[config.mk]
export PLATFORM = sky130hd
export DESIGN_NAME = rtcsp_serial_port
export DESIGN_NICKNAME = d
export VERILOG_FILES = /design/src/hdl/rtcsp_pkg.sv /design/src/hdl/rtcsp_serial_port.sv /design/src/hdl/rtcsp_sync2.sv
export SDC_FILE = /design/constraint.sdc
export NUM_CORES = 1
export LEC_CHECK = 0
export BUFFER_PORTS_ARGS = -buffer_cell sky130_fd_sc_hd__buf_4
export CAP_MARGIN = 15
export CORE_ASPECT_RATIO = 1.25
export CORE_MARGIN = 2
export CORE_UTILIZATION = 55
export CTS_CLUSTER_SIZE = 20
export DETAILED_ROUTE_END_ITERATION = 12
export GPL_ROUTABILITY_DRIVEN = 0
export PLACE_DENSITY_LB_ADDON = 0.3
export SLEW_MARGIN = 20
export SYNTH_ARGS = -nofsm -noshare
export SYNTH_HDL_FRONTEND = slang
export SYNTH_HIERARCHICAL = 1
export SYNTH_SLANG_ARGS = --single-unit
[constraint.sdc]
create_clock -name clk -period 2.3 [get_ports clk]
set_clock_uncertainty 0.05 [all_clocks]
set_input_delay 0.115 -clock clk [delete_from_list [all_inputs] [get_ports clk]]
set_output_delay 0.115 -clock clk [all_outputs]
set_load 0.02 [all_outputs]
[src/hdl/rtcsp_pkg.sv]
// shared constants of the serial host port and alarm registers
package rtcsp_pkg;

    // ========================================================
    // register map (4-bit address pointer)
    localparam logic [3:0] WEEKLY_ALARM_MINUTE_ADDR = 4'h8;
    localparam logic [3:0] WEEKLY_ALARM_HOUR_ADDR = 4'h9;
    localparam logic [3:0] WEEKLY_ALARM_DAY_MASK_ADDR = 4'ha;
    localparam logic [3:0] DAILY_ALARM_MINUTE_ADDR = 4'hb;
    localparam logic [3:0] DAILY_ALARM_HOUR_ADDR = 4'hc;
    localparam int ALARM_REG_COUNT = 5;

    // ========================================================
    // writable bits of each alarm register, in address order
    localparam logic [7:0] MINUTE_FIELD_MASK = 8'h7f;
    localparam logic [7:0] HOUR_FIELD_MASK = 8'h3f;
    localparam logic [7:0] DAY_MASK_FIELD_MASK = 8'h7f;
    localparam logic [7:0] ALARM_FIELD_MASK [ALARM_REG_COUNT] = '{
        MINUTE_FIELD_MASK, HOUR_FIELD_MASK, DAY_MASK_FIELD_MASK,
        MINUTE_FIELD_MASK, HOUR_FIELD_MASK};
    // hour bit 5: pm flag in 12-hour mode, tens-high digit in 24-hour mode
    localparam int HOUR_PM_OR_TENS_HIGH_BIT = 5;
    localparam logic [2:0] LAST_WEEKDAY = 3'h6;

    // ========================================================
    // transfer format codes (low nibble of the command byte)
    localparam logic [3:0] FMT_SINGLE_WRITE = 4'h8;
    localparam logic [3:0] FMT_BURST_WRITE = 4'h0;
    localparam logic [3:0] FMT_SINGLE_READ = 4'hc;
    localparam logic [3:0] FMT_BURST_READ = 4'h4;
    localparam logic [2:0] LAST_BIT_INDEX = 3'h7;

    // ========================================================
    // timing
    localparam int unsigned CLK_FREQ_HZ = 25_000_000;
    localparam int unsigned CARRY_HOLD_TIME_MS = 1000;
    localparam int unsigned CARRY_HOLD_CYCLES = CLK_FREQ_HZ / 1000 * CARRY_HOLD_TIME_MS;

    typedef enum logic [4:0] {
        RTCSP_IDLE = 5'b00001,
        RTCSP_CMD = 5'b00010,
        RTCSP_WDATA = 5'b00100,
        RTCSP_RDATA = 5'b01000,
        RTCSP_SKIP = 5'b10000
    } rtcsp_state_type;

endpackage

[src/hdl/rtcsp_serial_port.sv]
// three-wire serial host port with weekly and daily alarm registers

// How it works
// - weekly hour bit5: pm flag or tens-high
// - daily hour bit5: pm flag or tens-high
// - 12-hour hours stored raw, compared raw
// - day bit per weekday 0..6 gates weekly
// - all day bits clear: weekly never matches
// - alarm contents undefined after power-up
// - sclk low at start: drive rise, sample fall
// - sclk high at start: drive fall, sample rise
// - session spans chip enable high; reset after
// - command: high nibble address, low nibble format
// - every byte shifted msb first
// - code 8h writes one data byte
// - after single transfer, next byte is command
// - code 0h burst write, pointer wraps f to 0
// - code ch single read, 4h burst read
// - hold seconds carry while enabled, max 1s
module rtcsp_serial_port #(
    parameter int unsigned HOLD_CYCLES = rtcsp_pkg::CARRY_HOLD_CYCLES
) (
    input wire logic clk,
    input wire logic sys_rst,
    input wire logic chip_enable_pin,
    input wire logic serial_clock_pin,
    input wire logic serial_data_io_pin_in,
    output logic serial_data_io_pin_out,
    output logic serial_data_io_pin_oe,
    input wire logic power_on_flag,
    input wire logic [6:0] current_minute,
    input wire logic [5:0] current_hour,
    input wire logic [2:0] weekday_counter,
    output logic weekly_alarm_match,
    output logic daily_alarm_match,
    output logic seconds_carry_hold
);
    // ========================================================
    // pin synchronisation and edge detection
    logic ce_s;
    logic sclk_s;
    logic din_s;
    logic ce_p_q;
    logic sclk_p_q;

    rtcsp_sync2 #(
        .WIDTH(3)
    ) u_sync (
        .clk(clk),
        .sys_rst(sys_rst),
        .async_in({chip_enable_pin, serial_clock_pin, serial_data_io_pin_in}),
        .sync_out({ce_s, sclk_s, din_s})
    );

    always_ff @(posedge clk or posedge sys_rst) begin
        if (sys_rst) begin
            ce_p_q <= 1'b0;
            sclk_p_q <= 1'b0;
        end else begin
            ce_p_q <= ce_s;
            sclk_p_q <= sclk_s;
        end
    end

    wire ce_rise = ce_s & ~ce_p_q;
    wire sclk_rise = sclk_s & ~sclk_p_q;
    wire sclk_fall = ~sclk_s & sclk_p_q;

    // ========================================================
    // serial engine
    rtcsp_pkg::rtcsp_state_type state_q;
    rtcsp_pkg::rtcsp_state_type state_d;
    logic pol_q;
    logic burst_q;
    logic [2:0] bit_cnt_q;
    logic [7:0] rx_q;
    logic [7:0] tx_q;
    logic [3:0] addr_q;
    logic [3:0] addr_d;

    // edge roles fixed per session by the sclk level at chip enable rise
    wire sample_edge = ce_s & (pol_q ? sclk_rise : sclk_fall);
    wire drive_edge = ce_s & (pol_q ? sclk_fall : sclk_rise);
    wire [7:0] rx_next = {rx_q[6:0], din_s};
    wire byte_done = sample_edge & (bit_cnt_q == rtcsp_pkg::LAST_BIT_INDEX);
    wire [3:0] fmt = rx_next[3:0];
    wire in_cmd = (state_q == rtcsp_pkg::RTCSP_CMD);
    wire in_wdata = (state_q == rtcsp_pkg::RTCSP_WDATA);
    wire in_rdata = (state_q == rtcsp_pkg::RTCSP_RDATA);
    wire fmt_write = (fmt == rtcsp_pkg::FMT_SINGLE_WRITE) | (fmt == rtcsp_pkg::FMT_BURST_WRITE);
    wire fmt_read = (fmt == rtcsp_pkg::FMT_SINGLE_READ) | (fmt == rtcsp_pkg::FMT_BURST_READ);
    wire fmt_burst = (fmt == rtcsp_pkg::FMT_BURST_WRITE) | (fmt == rtcsp_pkg::FMT_BURST_READ);
    wire data_done = byte_done & (in_wdata | in_rdata);
    wire wr_strobe = byte_done & in_wdata;

    always_comb begin
        state_d = state_q;
        case (state_q)
            rtcsp_pkg::RTCSP_IDLE: begin
                if (ce_rise) begin
                    state_d = rtcsp_pkg::RTCSP_CMD;
                end
            end
            rtcsp_pkg::RTCSP_CMD: begin
                if (byte_done) begin
                    if (fmt_write) begin
                        state_d = rtcsp_pkg::RTCSP_WDATA;
                    end else if (fmt_read) begin
                        state_d = rtcsp_pkg::RTCSP_RDATA;
                    end else begin
                        state_d = rtcsp_pkg::RTCSP_SKIP;
                    end
                end
            end
            rtcsp_pkg::RTCSP_WDATA, rtcsp_pkg::RTCSP_RDATA: begin
                if (byte_done && !burst_q) begin
                    state_d = rtcsp_pkg::RTCSP_CMD;
                end
            end
            rtcsp_pkg::RTCSP_SKIP: begin
                state_d = rtcsp_pkg::RTCSP_SKIP;
            end
            default: begin
                state_d = rtcsp_pkg::RTCSP_IDLE;
            end
        endcase
        if (!ce_s) begin
            state_d = rtcsp_pkg::RTCSP_IDLE;
        end
    end

    // pointer loads from the command, steps after each burst byte
    assign addr_d = (byte_done & in_cmd) ? rx_next[7:4] :
                    (data_done & burst_q) ? 4'(addr_q + 4'h1) : addr_q;

    always_ff @(posedge clk or posedge sys_rst) begin
        if (sys_rst) begin
            state_q <= rtcsp_pkg::RTCSP_IDLE;
            pol_q <= 1'b0;
            burst_q <= 1'b0;
            bit_cnt_q <= 3'h0;
            rx_q <= 8'h00;
            addr_q <= 4'h0;
        end else begin
            state_q <= state_d;
            addr_q <= addr_d;
            rx_q <= sample_edge ? rx_next : rx_q;
            if (ce_rise) begin
                pol_q <= sclk_s;
            end
            if (byte_done & in_cmd) begin
                burst_q <= fmt_burst;
            end
            if (!ce_s || ce_rise) begin
                bit_cnt_q <= 3'h0;
            end else if (sample_edge) begin
                bit_cnt_q <= 3'(bit_cnt_q + 3'h1);
            end
        end
    end

    // ========================================================
    // alarm registers, no reset: contents are undefined at power-up
    logic [7:0] alarm_q [rtcsp_pkg::ALARM_REG_COUNT];
    logic [7:0] rd_data;

    genvar gi;
    generate
        for (gi = 0; gi < rtcsp_pkg::ALARM_REG_COUNT; gi++) begin : g_alarm
            wire hit = wr_strobe & (addr_q == 4'(rtcsp_pkg::WEEKLY_ALARM_MINUTE_ADDR + gi));
            always_ff @(posedge clk) begin
                if (hit) begin
                    alarm_q[gi] <= rx_next & rtcsp_pkg::ALARM_FIELD_MASK[gi];
                end
            end
        end
    endgenerate

    wire [3:0] rd_addr = addr_d;
    wire rd_in_map = (rd_addr >= rtcsp_pkg::WEEKLY_ALARM_MINUTE_ADDR) &&
                     (rd_addr <= rtcsp_pkg::DAILY_ALARM_HOUR_ADDR);
    wire [2:0] rd_index = 3'(rd_addr - rtcsp_pkg::WEEKLY_ALARM_MINUTE_ADDR);
    // addresses outside this block read as zero
    assign rd_data = rd_in_map ? alarm_q[rd_index] : 8'h00;

    // ========================================================
    // serial output
    wire tx_load = byte_done & ((in_cmd & fmt_read) | (in_rdata & burst_q));

    always_ff @(posedge clk or posedge sys_rst) begin
        if (sys_rst) begin
            tx_q <= 8'h00;
            serial_data_io_pin_out <= 1'b0;
            serial_data_io_pin_oe <= 1'b0;
        end else begin
            serial_data_io_pin_oe <= (state_d == rtcsp_pkg::RTCSP_RDATA);
            if (tx_load) begin
                tx_q <= rd_data;
            end else if (drive_edge & in_rdata) begin
                tx_q <= {tx_q[6:0], 1'b0};
            end
            if (drive_edge & in_rdata) begin
                serial_data_io_pin_out <= tx_q[7];
            end
        end
    end

    // ========================================================
    // alarm comparison and seconds carry hold
    wire [7:0] day_mask_ext = {1'b0, alarm_q[2][6:0]};
    wire week_enabled = |alarm_q[2][6:0];
    wire day_hit = (weekday_counter <= rtcsp_pkg::LAST_WEEKDAY) & day_mask_ext[weekday_counter];
    wire week_time_hit = (current_minute == alarm_q[0][6:0]) && (current_hour == alarm_q[1][5:0]);
    wire day_time_hit = (current_minute == alarm_q[3][6:0]) && (current_hour == alarm_q[4][5:0]);
    logic [31:0] hold_cnt_q;

    always_ff @(posedge clk or posedge sys_rst) begin
        if (sys_rst) begin
            weekly_alarm_match <= 1'b0;
            daily_alarm_match <= 1'b0;
            seconds_carry_hold <= 1'b0;
            hold_cnt_q <= 32'h0;
        end else begin
            // undefined contents must not raise a match before software sets them
            weekly_alarm_match <= ~power_on_flag & week_enabled & day_hit & week_time_hit;
            daily_alarm_match <= ~power_on_flag & day_time_hit;
            if (!ce_s) begin
                hold_cnt_q <= 32'h0;
            end else if (hold_cnt_q < HOLD_CYCLES) begin
                hold_cnt_q <= hold_cnt_q + 32'h1;
            end
            seconds_carry_hold <= ce_s & (hold_cnt_q < HOLD_CYCLES);
        end
    end

    // ========================================================
    // checks
    a_ce_fall_idle: assert property (@(posedge clk) disable iff (sys_rst)
        (!ce_s) |=> (state_q == rtcsp_pkg::RTCSP_IDLE))
        else $error("session state not cleared after chip enable low");

    a_edge_polarity: assert property (@(posedge clk) disable iff (sys_rst)
        ce_rise |=> (pol_q == $past(sclk_s)))
        else $error("edge polarity not taken at chip enable rise");

    a_cmd_addr_load: assert property (@(posedge clk) disable iff (sys_rst)
        (byte_done && in_cmd && ce_s) |=> (addr_q == $past(rx_next[7:4])))
        else $error("address pointer not loaded from command");

    a_single_to_cmd: assert property (@(posedge clk) disable iff (sys_rst)
        (data_done && !burst_q && ce_s) |=> (state_q == rtcsp_pkg::RTCSP_CMD) ##1 !serial_data_io_pin_oe)
        else $error("single transfer did not return to command");

    a_burst_wrap: assert property (@(posedge clk) disable iff (sys_rst)
        (data_done && burst_q && addr_q == 4'hf) |=> (addr_q == 4'h0))
        else $error("burst pointer did not wrap");

    a_read_drive_msb: assert property (@(posedge clk) disable iff (sys_rst)
        (drive_edge && in_rdata) |=> (serial_data_io_pin_out == $past(tx_q[7])))
        else $error("read data not shifted msb first");

    a_read_oe_rise: assert property (@(posedge clk) disable iff (sys_rst)
        (byte_done && in_cmd && fmt_read && ce_s) |=> serial_data_io_pin_oe)
        else $error("data pin not driven after read command");

    a_oe_session: assert property (@(posedge clk) disable iff (sys_rst)
        (!ce_s) |=> !serial_data_io_pin_oe)
        else $error("data pin driven outside a session");

    a_burst_step: assert property (@(posedge clk) disable iff (sys_rst)
        (data_done && burst_q && ce_s) |=> (addr_q == 4'($past(addr_q) + 4'h1)))
        else $error("burst pointer did not step");

    a_write_lands: assert property (@(posedge clk) disable iff (sys_rst)
        (wr_strobe && addr_q == rtcsp_pkg::DAILY_ALARM_MINUTE_ADDR) |=>
        (alarm_q[3] == ($past(rx_next) & rtcsp_pkg::MINUTE_FIELD_MASK)))
        else $error("single write did not land");

    a_upper_zero: assert property (@(posedge clk) disable iff (sys_rst)
        (wr_strobe && addr_q == rtcsp_pkg::WEEKLY_ALARM_HOUR_ADDR) |=> (alarm_q[1][7:6] == 2'b00))
        else $error("unused hour bits stored");

    a_week_disable: assert property (@(posedge clk) disable iff (sys_rst)
        (!week_enabled || !day_hit) |=> !weekly_alarm_match)
        else $error("weekly alarm matched on a disabled day");

    a_daily_match: assert property (@(posedge clk) disable iff (sys_rst)
        (day_time_hit && !power_on_flag) |=> daily_alarm_match)
        else $error("daily alarm missed a match");

    a_hold_release: assert property (@(posedge clk) disable iff (sys_rst)
        (!ce_s) |=> !seconds_carry_hold ##1 (hold_cnt_q <= 32'h1))
        else $error("carry hold not released at chip enable low");

    a_hold_rise: assert property (@(posedge clk) disable iff (sys_rst)
        $rose(ce_s) |=> seconds_carry_hold)
        else $error("carry hold not raised at session start");

    a_day7_never: assert property (@(posedge clk) disable iff (sys_rst)
        (weekday_counter == 3'h7) |=> !weekly_alarm_match)
        else $error("weekly alarm matched on weekday seven");
endmodule

[src/hdl/rtcsp_sync2.sv]
// two flip-flop synchroniser for pin inputs
module rtcsp_sync2 #(
    parameter int WIDTH = 1
) (
    input wire logic clk,
    input wire logic sys_rst,
    input wire logic [WIDTH-1:0] async_in,
    output logic [WIDTH-1:0] sync_out
);
    logic [WIDTH-1:0] meta_q;

    always_ff @(posedge clk or posedge sys_rst) begin
        if (sys_rst) begin
            meta_q <= '0;
            sync_out <= '0;
        end else begin
            meta_q <= async_in;
            sync_out <= meta_q;
        end
    end
endmodule

==> results of run 1 <==
-- critical path, delay by kind of cell (launching register included) --
kind / cells / cell delay, ns
AOI/OAI and AO/OA: 4 / 0.50
and+or+nand+nor: 3 / 1.32
DFF: 1 / 0.39
-- cells in the final DEF (no fill, tap or decap), types with 4 or more instances in the layout --
cell type      instances
a31o_4                 4
nor4_1                10
nand3_1               17
nand3b_1               4
mux2i_4                7
clkbuf_16             10
nor3_1                10
a32oi_1                4
a21oi_2               11
nand2_1               34
mux2i_1               16
dlygate4sd3_1          5
buf_6                  4
nor2_1                41
ha_1                   5
nand2b_1               8
edfxtp_1              33
xnor2_1               17
mux2_2                 8
a21oi_1               11
nand4_1                6
o21ai_0               16
buf_4                 77
xor2_1                19
inv_1                 15
and2_1                14
dfrtp_1               73
-- where the power goes --
| group | internal (mW) | leakage, nW | switching, mW |
|---|---|---|---|
| Sequential | 2.10 | 1.29 | 0.117 |
| Combinational | 0.178 | 1.43 | 0.216 |
| Clock | 0.763 | 0.141 | 0.759 |
-- state kept, by name, indices dropped and copies added (netlist names) --
register,count
seconds_carry_hold,1
u_sync/meta_q,3
daily_alarm_match,1
ce_p_q,1
tx_q,8
serial_data_io_pin_out,1
bit_cnt_q,3
hold_cnt_q,32
alarm_q,33
state_q,5
weekly_alarm_match,1
burst_q,1
sclk_p_q,1
addr_q,4
u_sync/sync_out,3
pol_q,1
serial_data_io_pin_oe,1
rx_q,7
-- logic make-up after synthesis --
kind of cell	count (synthesis)	synth area share
AOI/OAI and AO/OA	86	0.108
xor gates and xnor gates	37	0.0614
adders and majority gates	7	0.0166
buffers and inverters	36	0.0289
DFF	107	0.539
muxes	32	0.0650
and+or+nand+nor	181	0.181
-- routing by layer --
| layer | vias up | part of all wire |
|---|---|---|
| met4 | 0 | 0.040 |
| met2 | 149 | 0.54 |
| met1 | 2126 | 0.37 |
| met3 | 45 | 0.045 |
| li1 | 1948 | - |
| met5 | - | 0 |
-- area by class of cell --
cell class,count,area [µm²]
fill,584,2390
sequential,107,2840
clock buffer,9,225
clock inverter,7,70.1
multi-input combinational,344,2730
tap,123,154
inverter,18,70.1
timing repair buffer,89,738
-- metrics by stage --
step | TNS [ns] | instance area, µm² | utilization | hold slack (ns) | std cells
after floorplan | 0 | 5280 | - | -0.144 | 486
after global placement | -0.0770 | 5890 | 0.638 | -0.00169 | 660
after detailed placement | -0.689 | 5890 | 0.638 | 0.00770 | 660
after CTS | 0 | 6460 | 0.700 | 0.00260 | 689
after global routing | -1.54 | 6830 | 0.740 | 0.00285 | 697
final | -0.0622 | 6830 | 0.740 | -0.000881 | 697
-- worst min path at each step --
stage	start	endpoint	slack (ns)	cells past startpoint
floorplan	sys_rst	u_sync/meta_q[0]$_DFF_PP0_	-0.14	1
global placement	sys_rst	u_sync/meta_q[0]$_DFF_PP0_	-0.002	2
detailed placement	sys_rst	u_sync/meta_q[0]$_DFF_PP0_	0.008	2
CTS	current_minute[2]	daily_alarm_match$_DFF_PP0_	0.003	4
global route	current_minute[2]	daily_alarm_match$_DFF_PP0_	0.003	4
finish	current_minute[2]	daily_alarm_match$_DFF_PP0_	-0.0009	4
-- timing repair --
| action | CTS | global route |
|---|---|---|
| hold buffers | 5 | 0 |
| resized for setup | 33 | 56 |
| setup buffers | 7 | 7 |
| setup endpoints to repair | 12 | 24 |
| cloned | 1 | 1 |
| pin swaps | 12 | 22 |
| hold endpoints to repair | 31 | 0 |
==> flow_metrics.tcl, run 1 <==
set metrics [dict create \
    outcome "finished with violations" \
    violations "negative hold slack, negative setup slack" \
    row_count 39 \
    htreeDepth 3 \
    max_freq_ghz 0.430 \
    timing.final.ws_setup_ns -0.0268 \
    synth.most_common_cell "dfrtp_1" \
    hpwl_um 8740 \
    final-max-slew-violation-count 0 \
    ys.flop_type "dfrtp_1" \
    via_count 4268 \
    dieArea_um2 10400 \
    ctsRootBufferMaster "clkbuf_16" \
    slowest_delay_ns 0.60 \
    cp.arrival_ns 2.56 \
    reg2regPathDepth 7 \
    cts-buffers-inserted 9 \
    ff2ff_setup_slack_ns -0.03 \
    startpoint "hold_cnt_q[8]$_DFFE_PP0P_" \
    cts.path.max_buffers 2 \
    port_buffers 26 \
    hold_ws_ns -0.000881 \
    clock_latency_ns 0.36 \
    drive_gt1_frac 0.319 \
    syn_nets 515 \
    synth-edff-count 33 \
    avgViaCountPerCell 6.12 \
    total_power_mw 4.13 \
    synth.area.top_cells "dfrtp_1 (35%), edfxtp_1 (19%), mux2i_1 (4.4%), xor2_1 (3.3%), nor2_1 (3.2%)" \
    first_global_vias 4335 \
    globalRouteTotalUtil 0.263 \
    min_path_type "in2reg" \
    avgSynthCellArea_um2 10.9 \
    ys_seq_elements 107 \
    crit_path_start_kind "register" \
    die_w_um 91.6 \
    grt_use_met1 0.301 \
    start_util 0.572 \
    crit_slowest_cell "or4b_4" \
    syn_inst 486 \
    wl_per_cell_um 19.7 \
    area_growth_pct 29.4 \
    use_met3 0.0343 \
    synth.cell_area_um2 5280 \
    worst_slew_pin_slew_ns 0.565 \
    synthArstFlopShare 0.692 \
    diodes 0 \
    nets 598 \
    power_density_nw_per_um2 605 \
    drcViolationCount 0 \
    post-place-ws_ns -0.141 \
    setup_viol 6 \
    netlist_top_cells_count "dfrtp_1 (73), nor2_1 (45), nand2_1 (35), edfxtp_1 (33), a21oi_1 (24)" \
    rsz0062_at_grt "yes" \
    drt_iter0_drc 298 \
    drtPass1Iterations 6 \
    cp-endpoint "hold_cnt_q[13]$_DFFE_PP0P_" \
    core_um2 9220 \
    die_h_um 114 \
    irDropWorstVdd_mv 0.502 \
    yosysTopAreaCellShare 0.346 \
    cap_violations 0 \
    grt_first_pass_wirelength_um 21200 \
    finalCriticalPeriod_ns 2.33 \
    max-slew-margin-rel 0.623 \
    synthDistinctLibCells 61 \
    gr-total-overflow 0 \
    io_pins 27 \
    seq_area_frac_synth 0.539 \
    hold_viol 1 \
    cts_tree "built" \
    cts_sinks 107 \
    use_met2 0.470 \
    crit_path_max_fanout 8 \
    ant_nets 0 \
    worstPathCellList "nor3_2 > a211oi_2 > o21ai_2 > a21oi_2 > or4b_4 > or4b_4 > a21oi_2" \
    p_leak_nw 2.87 \
    antenna_found_initial 0 \
    worstReg2RegEnd "hold_cnt_q[13]$_DFFE_PP0P_" \
    gr-max-usage-layer "met2" \
    finalCritPeriodShare 1.01 \
    endpoint_kind "register" \
    synth_area_leader_cell "dfrtp_1" \
    grt_max_degree 47 \
    cts.clk_slew.worst_paths_ns 0.08 \
    timing.rr.start "hold_cnt_q[8]$_DFFE_PP0P_" \
    yosys_warnings 6 \
    critPathKind "reg2reg" \
    required_ns 2.54 \
    wl_um 13700 \
]
Power figures use the tool's default switching activity.
==> inputs of run 2 (changes only) <==
Clock period 2.3 ns to 2.7 ns, I/O delays scaled along.
==> flow_metrics.tcl, run 2 (synthesis results as in run 1) <==
set metrics [dict create \
    drive_gt1_frac 0.157 \
    diodes 0 \
    slowest_delay_ns 0.42 \
    reg2regPathDepth 9 \
    min_path_type "in2reg" \
    wl_um 11600 \
    nets 558 \
    first_global_vias 3951 \
    cap_violations 0 \
    cts_tree "built" \
    regArea_um2 2840 \
    grt_max_degree 39 \
    cts.clk_slew.worst_paths_ns 0.07 \
    irDropWorstVdd_mv 0.391 \
    dieArea_um2 10400 \
    avgViaCountPerCell 5.90 \
    required_ns 2.87 \
    io_pins 27 \
    seqPwrFrac 0.546 \
    cts-buffers-inserted 9 \
    final-max-slew-violation-count 0 \
    max_freq_ghz 0.408 \
    crit_top_cell "buf_4" \
    wl_per_cell_um 17.7 \
    grt_first_pass_wirelength_um 19100 \
    globalRouteTotalUtil 0.237 \
    critPathKind "reg2reg" \
    crit_slowest_cell "dfrtp_1" \
    hold_viol 0 \
    fin_setup_tns_ns 0 \
    crit_buf_inv 2 \
    fillCellCount 707 \
    startpoint "u_sync/sync_out[1]$_DFF_PP0_" \
    drt_iter0_drc 254 \
    outcome "complete, no violations" \
    p_leak_nw 2.63 \
    p_sw_uw 842 \
    crit_cells 9 \
    combPwrFrac 0.070 \
    drtPass1Iterations 4 \
    ff2ff_setup_slack_ns 0.25 \
    place_inst 635 \
    worstPathCellList "nor3b_1 > buf_4 > o211a_1 > o21ai_1 > a21o_1 > buf_4 > a211oi_1 > o31ai_1 > o2bb2ai_1" \
    multi_input_area_um2 2280 \
    htreeDepth 3 \
    hpwl_um 8410 \
    intPower_mw 2.63 \
    area_growth_pct 14.5 \
    mostFrequentLayoutCell "dfrtp_1" \
    reg.largest.list "alarm_q (33), hold_cnt_q (32), tx_q (8)" \
    row_count 39 \
    post-place-ws_ns 0.194 \
    cts.path.max_buffers 2 \
    die_w_um 91.6 \
    start_util 0.572 \
    rsz0062_at_grt "no" \
    final_cell_mix "dfrtp_1 (73), nor2_1 (45), buf_4 (45), nand2_1 (35), edfxtp_1 (33)" \
    ant_nets 0 \
    clock_latency_ns 0.35 \
    finalCritPeriodShare 0.909 \
    antenna_found_initial 0 \
    power_density_nw_per_um2 575 \
    finalCriticalPeriod_ns 2.45 \
    setup_viol 0 \
    finalNonFillerCells 657 \
    largest_reg_flops 33 \
    critical-path-top-delay-family "compound AO/OA/AOI/OAI gates" \
    via_count 3879 \
    ctsRootBufferMaster "clkbuf_16" \
    worst_slew_pin_slew_ns 0.828 \
    crit_path_max_fanout 13 \
    max-slew-margin-rel 0.447 \
    crit_path_start_kind "register" \
    endpoint_kind "register" \
    drcViolationCount 0 \
    timing.final.ws_setup_ns 0.247 \
    gr-total-overflow 0 \
    die_h_um 114 \
    port_buffers 26 \
    largest-register "alarm_q" \
    core_um2 9220 \
    cp-endpoint "tx_q[0]$_DFFE_PP0P_" \
    p_clk_frac 0.384 \
    timing.rr.start "u_sync/sync_out[1]$_DFF_PP0_" \
    cp.arrival_ns 2.62 \
    cts_sinks 107 \
    swShare 0.242 \
    worstReg2RegEnd "tx_q[0]$_DFFE_PP0P_" \
]
[run 2: cell count changes in the layout (fill, tap and decap cells not counted), moves of 4 or more]
cell	before	now
buf_4	77	45
a21oi_1	11	24
a21oi_2	11	0
mux2i_1	16	23
mux2i_4	7	0
a31o_2	1	5
a31o_4	4	0
buf_6	4	0
nor2_1	41	45
[run 2: layer usage]
| layer | up-vias | share of wire | track usage | wire length (µm) |
|---|---|---|---|---|
| li1 | 1845 | - | - | - |
| met1 | 1902 | 0.40 | 0.281 | 4640 |
| met2 | 102 | 0.52 | 0.423 | 6080 |
| met3 | 30 | 0.042 | 0.0297 | 487 |
| met4 | 0 | 0.034 | 0.121 | 399 |
| met5 | - | 0 | 0 | 0 |
[run 2: worst min path at each step]
stage	slack, ns	cells past startpoint	from	to
final	0.03	3	weekday_counter[1]	weekly_alarm_match$_DFF_PP0_
after global routing	0.06	3	weekday_counter[1]	weekly_alarm_match$_DFF_PP0_
after CTS	0.02	3	weekday_counter[1]	weekly_alarm_match$_DFF_PP0_
after detailed placement	0.03	2	sys_rst	u_sync/meta_q[1]$_DFF_PP0_
after global placement	0.02	2	sys_rst	u_sync/meta_q[1]$_DFF_PP0_
after floorplan	-0.12	1	sys_rst	u_sync/meta_q[0]$_DFF_PP0_
[run 2: area by class of cell]
type                       instances  area share
tap                              123      0.0255
timing repair buffer              50      0.0642
clock inverter                     7      0.0135
inverter                          18      0.0112
clock buffer                       9      0.0373
sequential                       107       0.471
multi-input combinational        343       0.377
[run 2: what timing repair did]
| action | in CTS | in global routing |
|---|---|---|
| setup endpoints to repair | 0 | 5 |
| gates resized for setup | 0 | 0 |
| buffers inserted | 0 | 1 |
| endpoints found under the hold margin | 45 | 0 |
| hold buffers | 5 | 0 |
[run 2: worst register-to-register path, cell delays in order (launching register included)]
cell       delay, ns
dfrtp_1         0.42
nor3b_1         0.29
buf_4           0.17
o211a_1         0.25
o21ai_1         0.17
a21o_1          0.24
buf_4           0.20
a211oi_1        0.29
o31ai_1         0.12
o2bb2ai_1       0.12
[run 2: stage by stage]
step / total power, mW / cell area [µm²] / hold WS [ns] / util
final: 3.48 / 6040 / 0.0254 / 0.655
after global routing: 3.59 / 6040 / 0.0616 / 0.655
after CTS: 3.50 / 6030 / 0.0240 / 0.654
after detailed placement: 2.17 / 5680 / 0.0293 / 0.615
after global placement: 2.15 / 5680 / 0.0199 / 0.615
after floorplan: 2.03 / 5280 / -0.124 / -
[run 2: power by group through the flow]
stage | Clock [mW] | Combinational [mW] | Sequential [mW]
floorplan | 0 | 0.142 | 1.89
global placement | 0 | 0.229 | 1.92
detailed placement | 0 | 0.239 | 1.93
CTS | 1.36 | 0.247 | 1.89
global route | 1.41 | 0.270 | 1.91
finish | 1.34 | 0.243 | 1.90
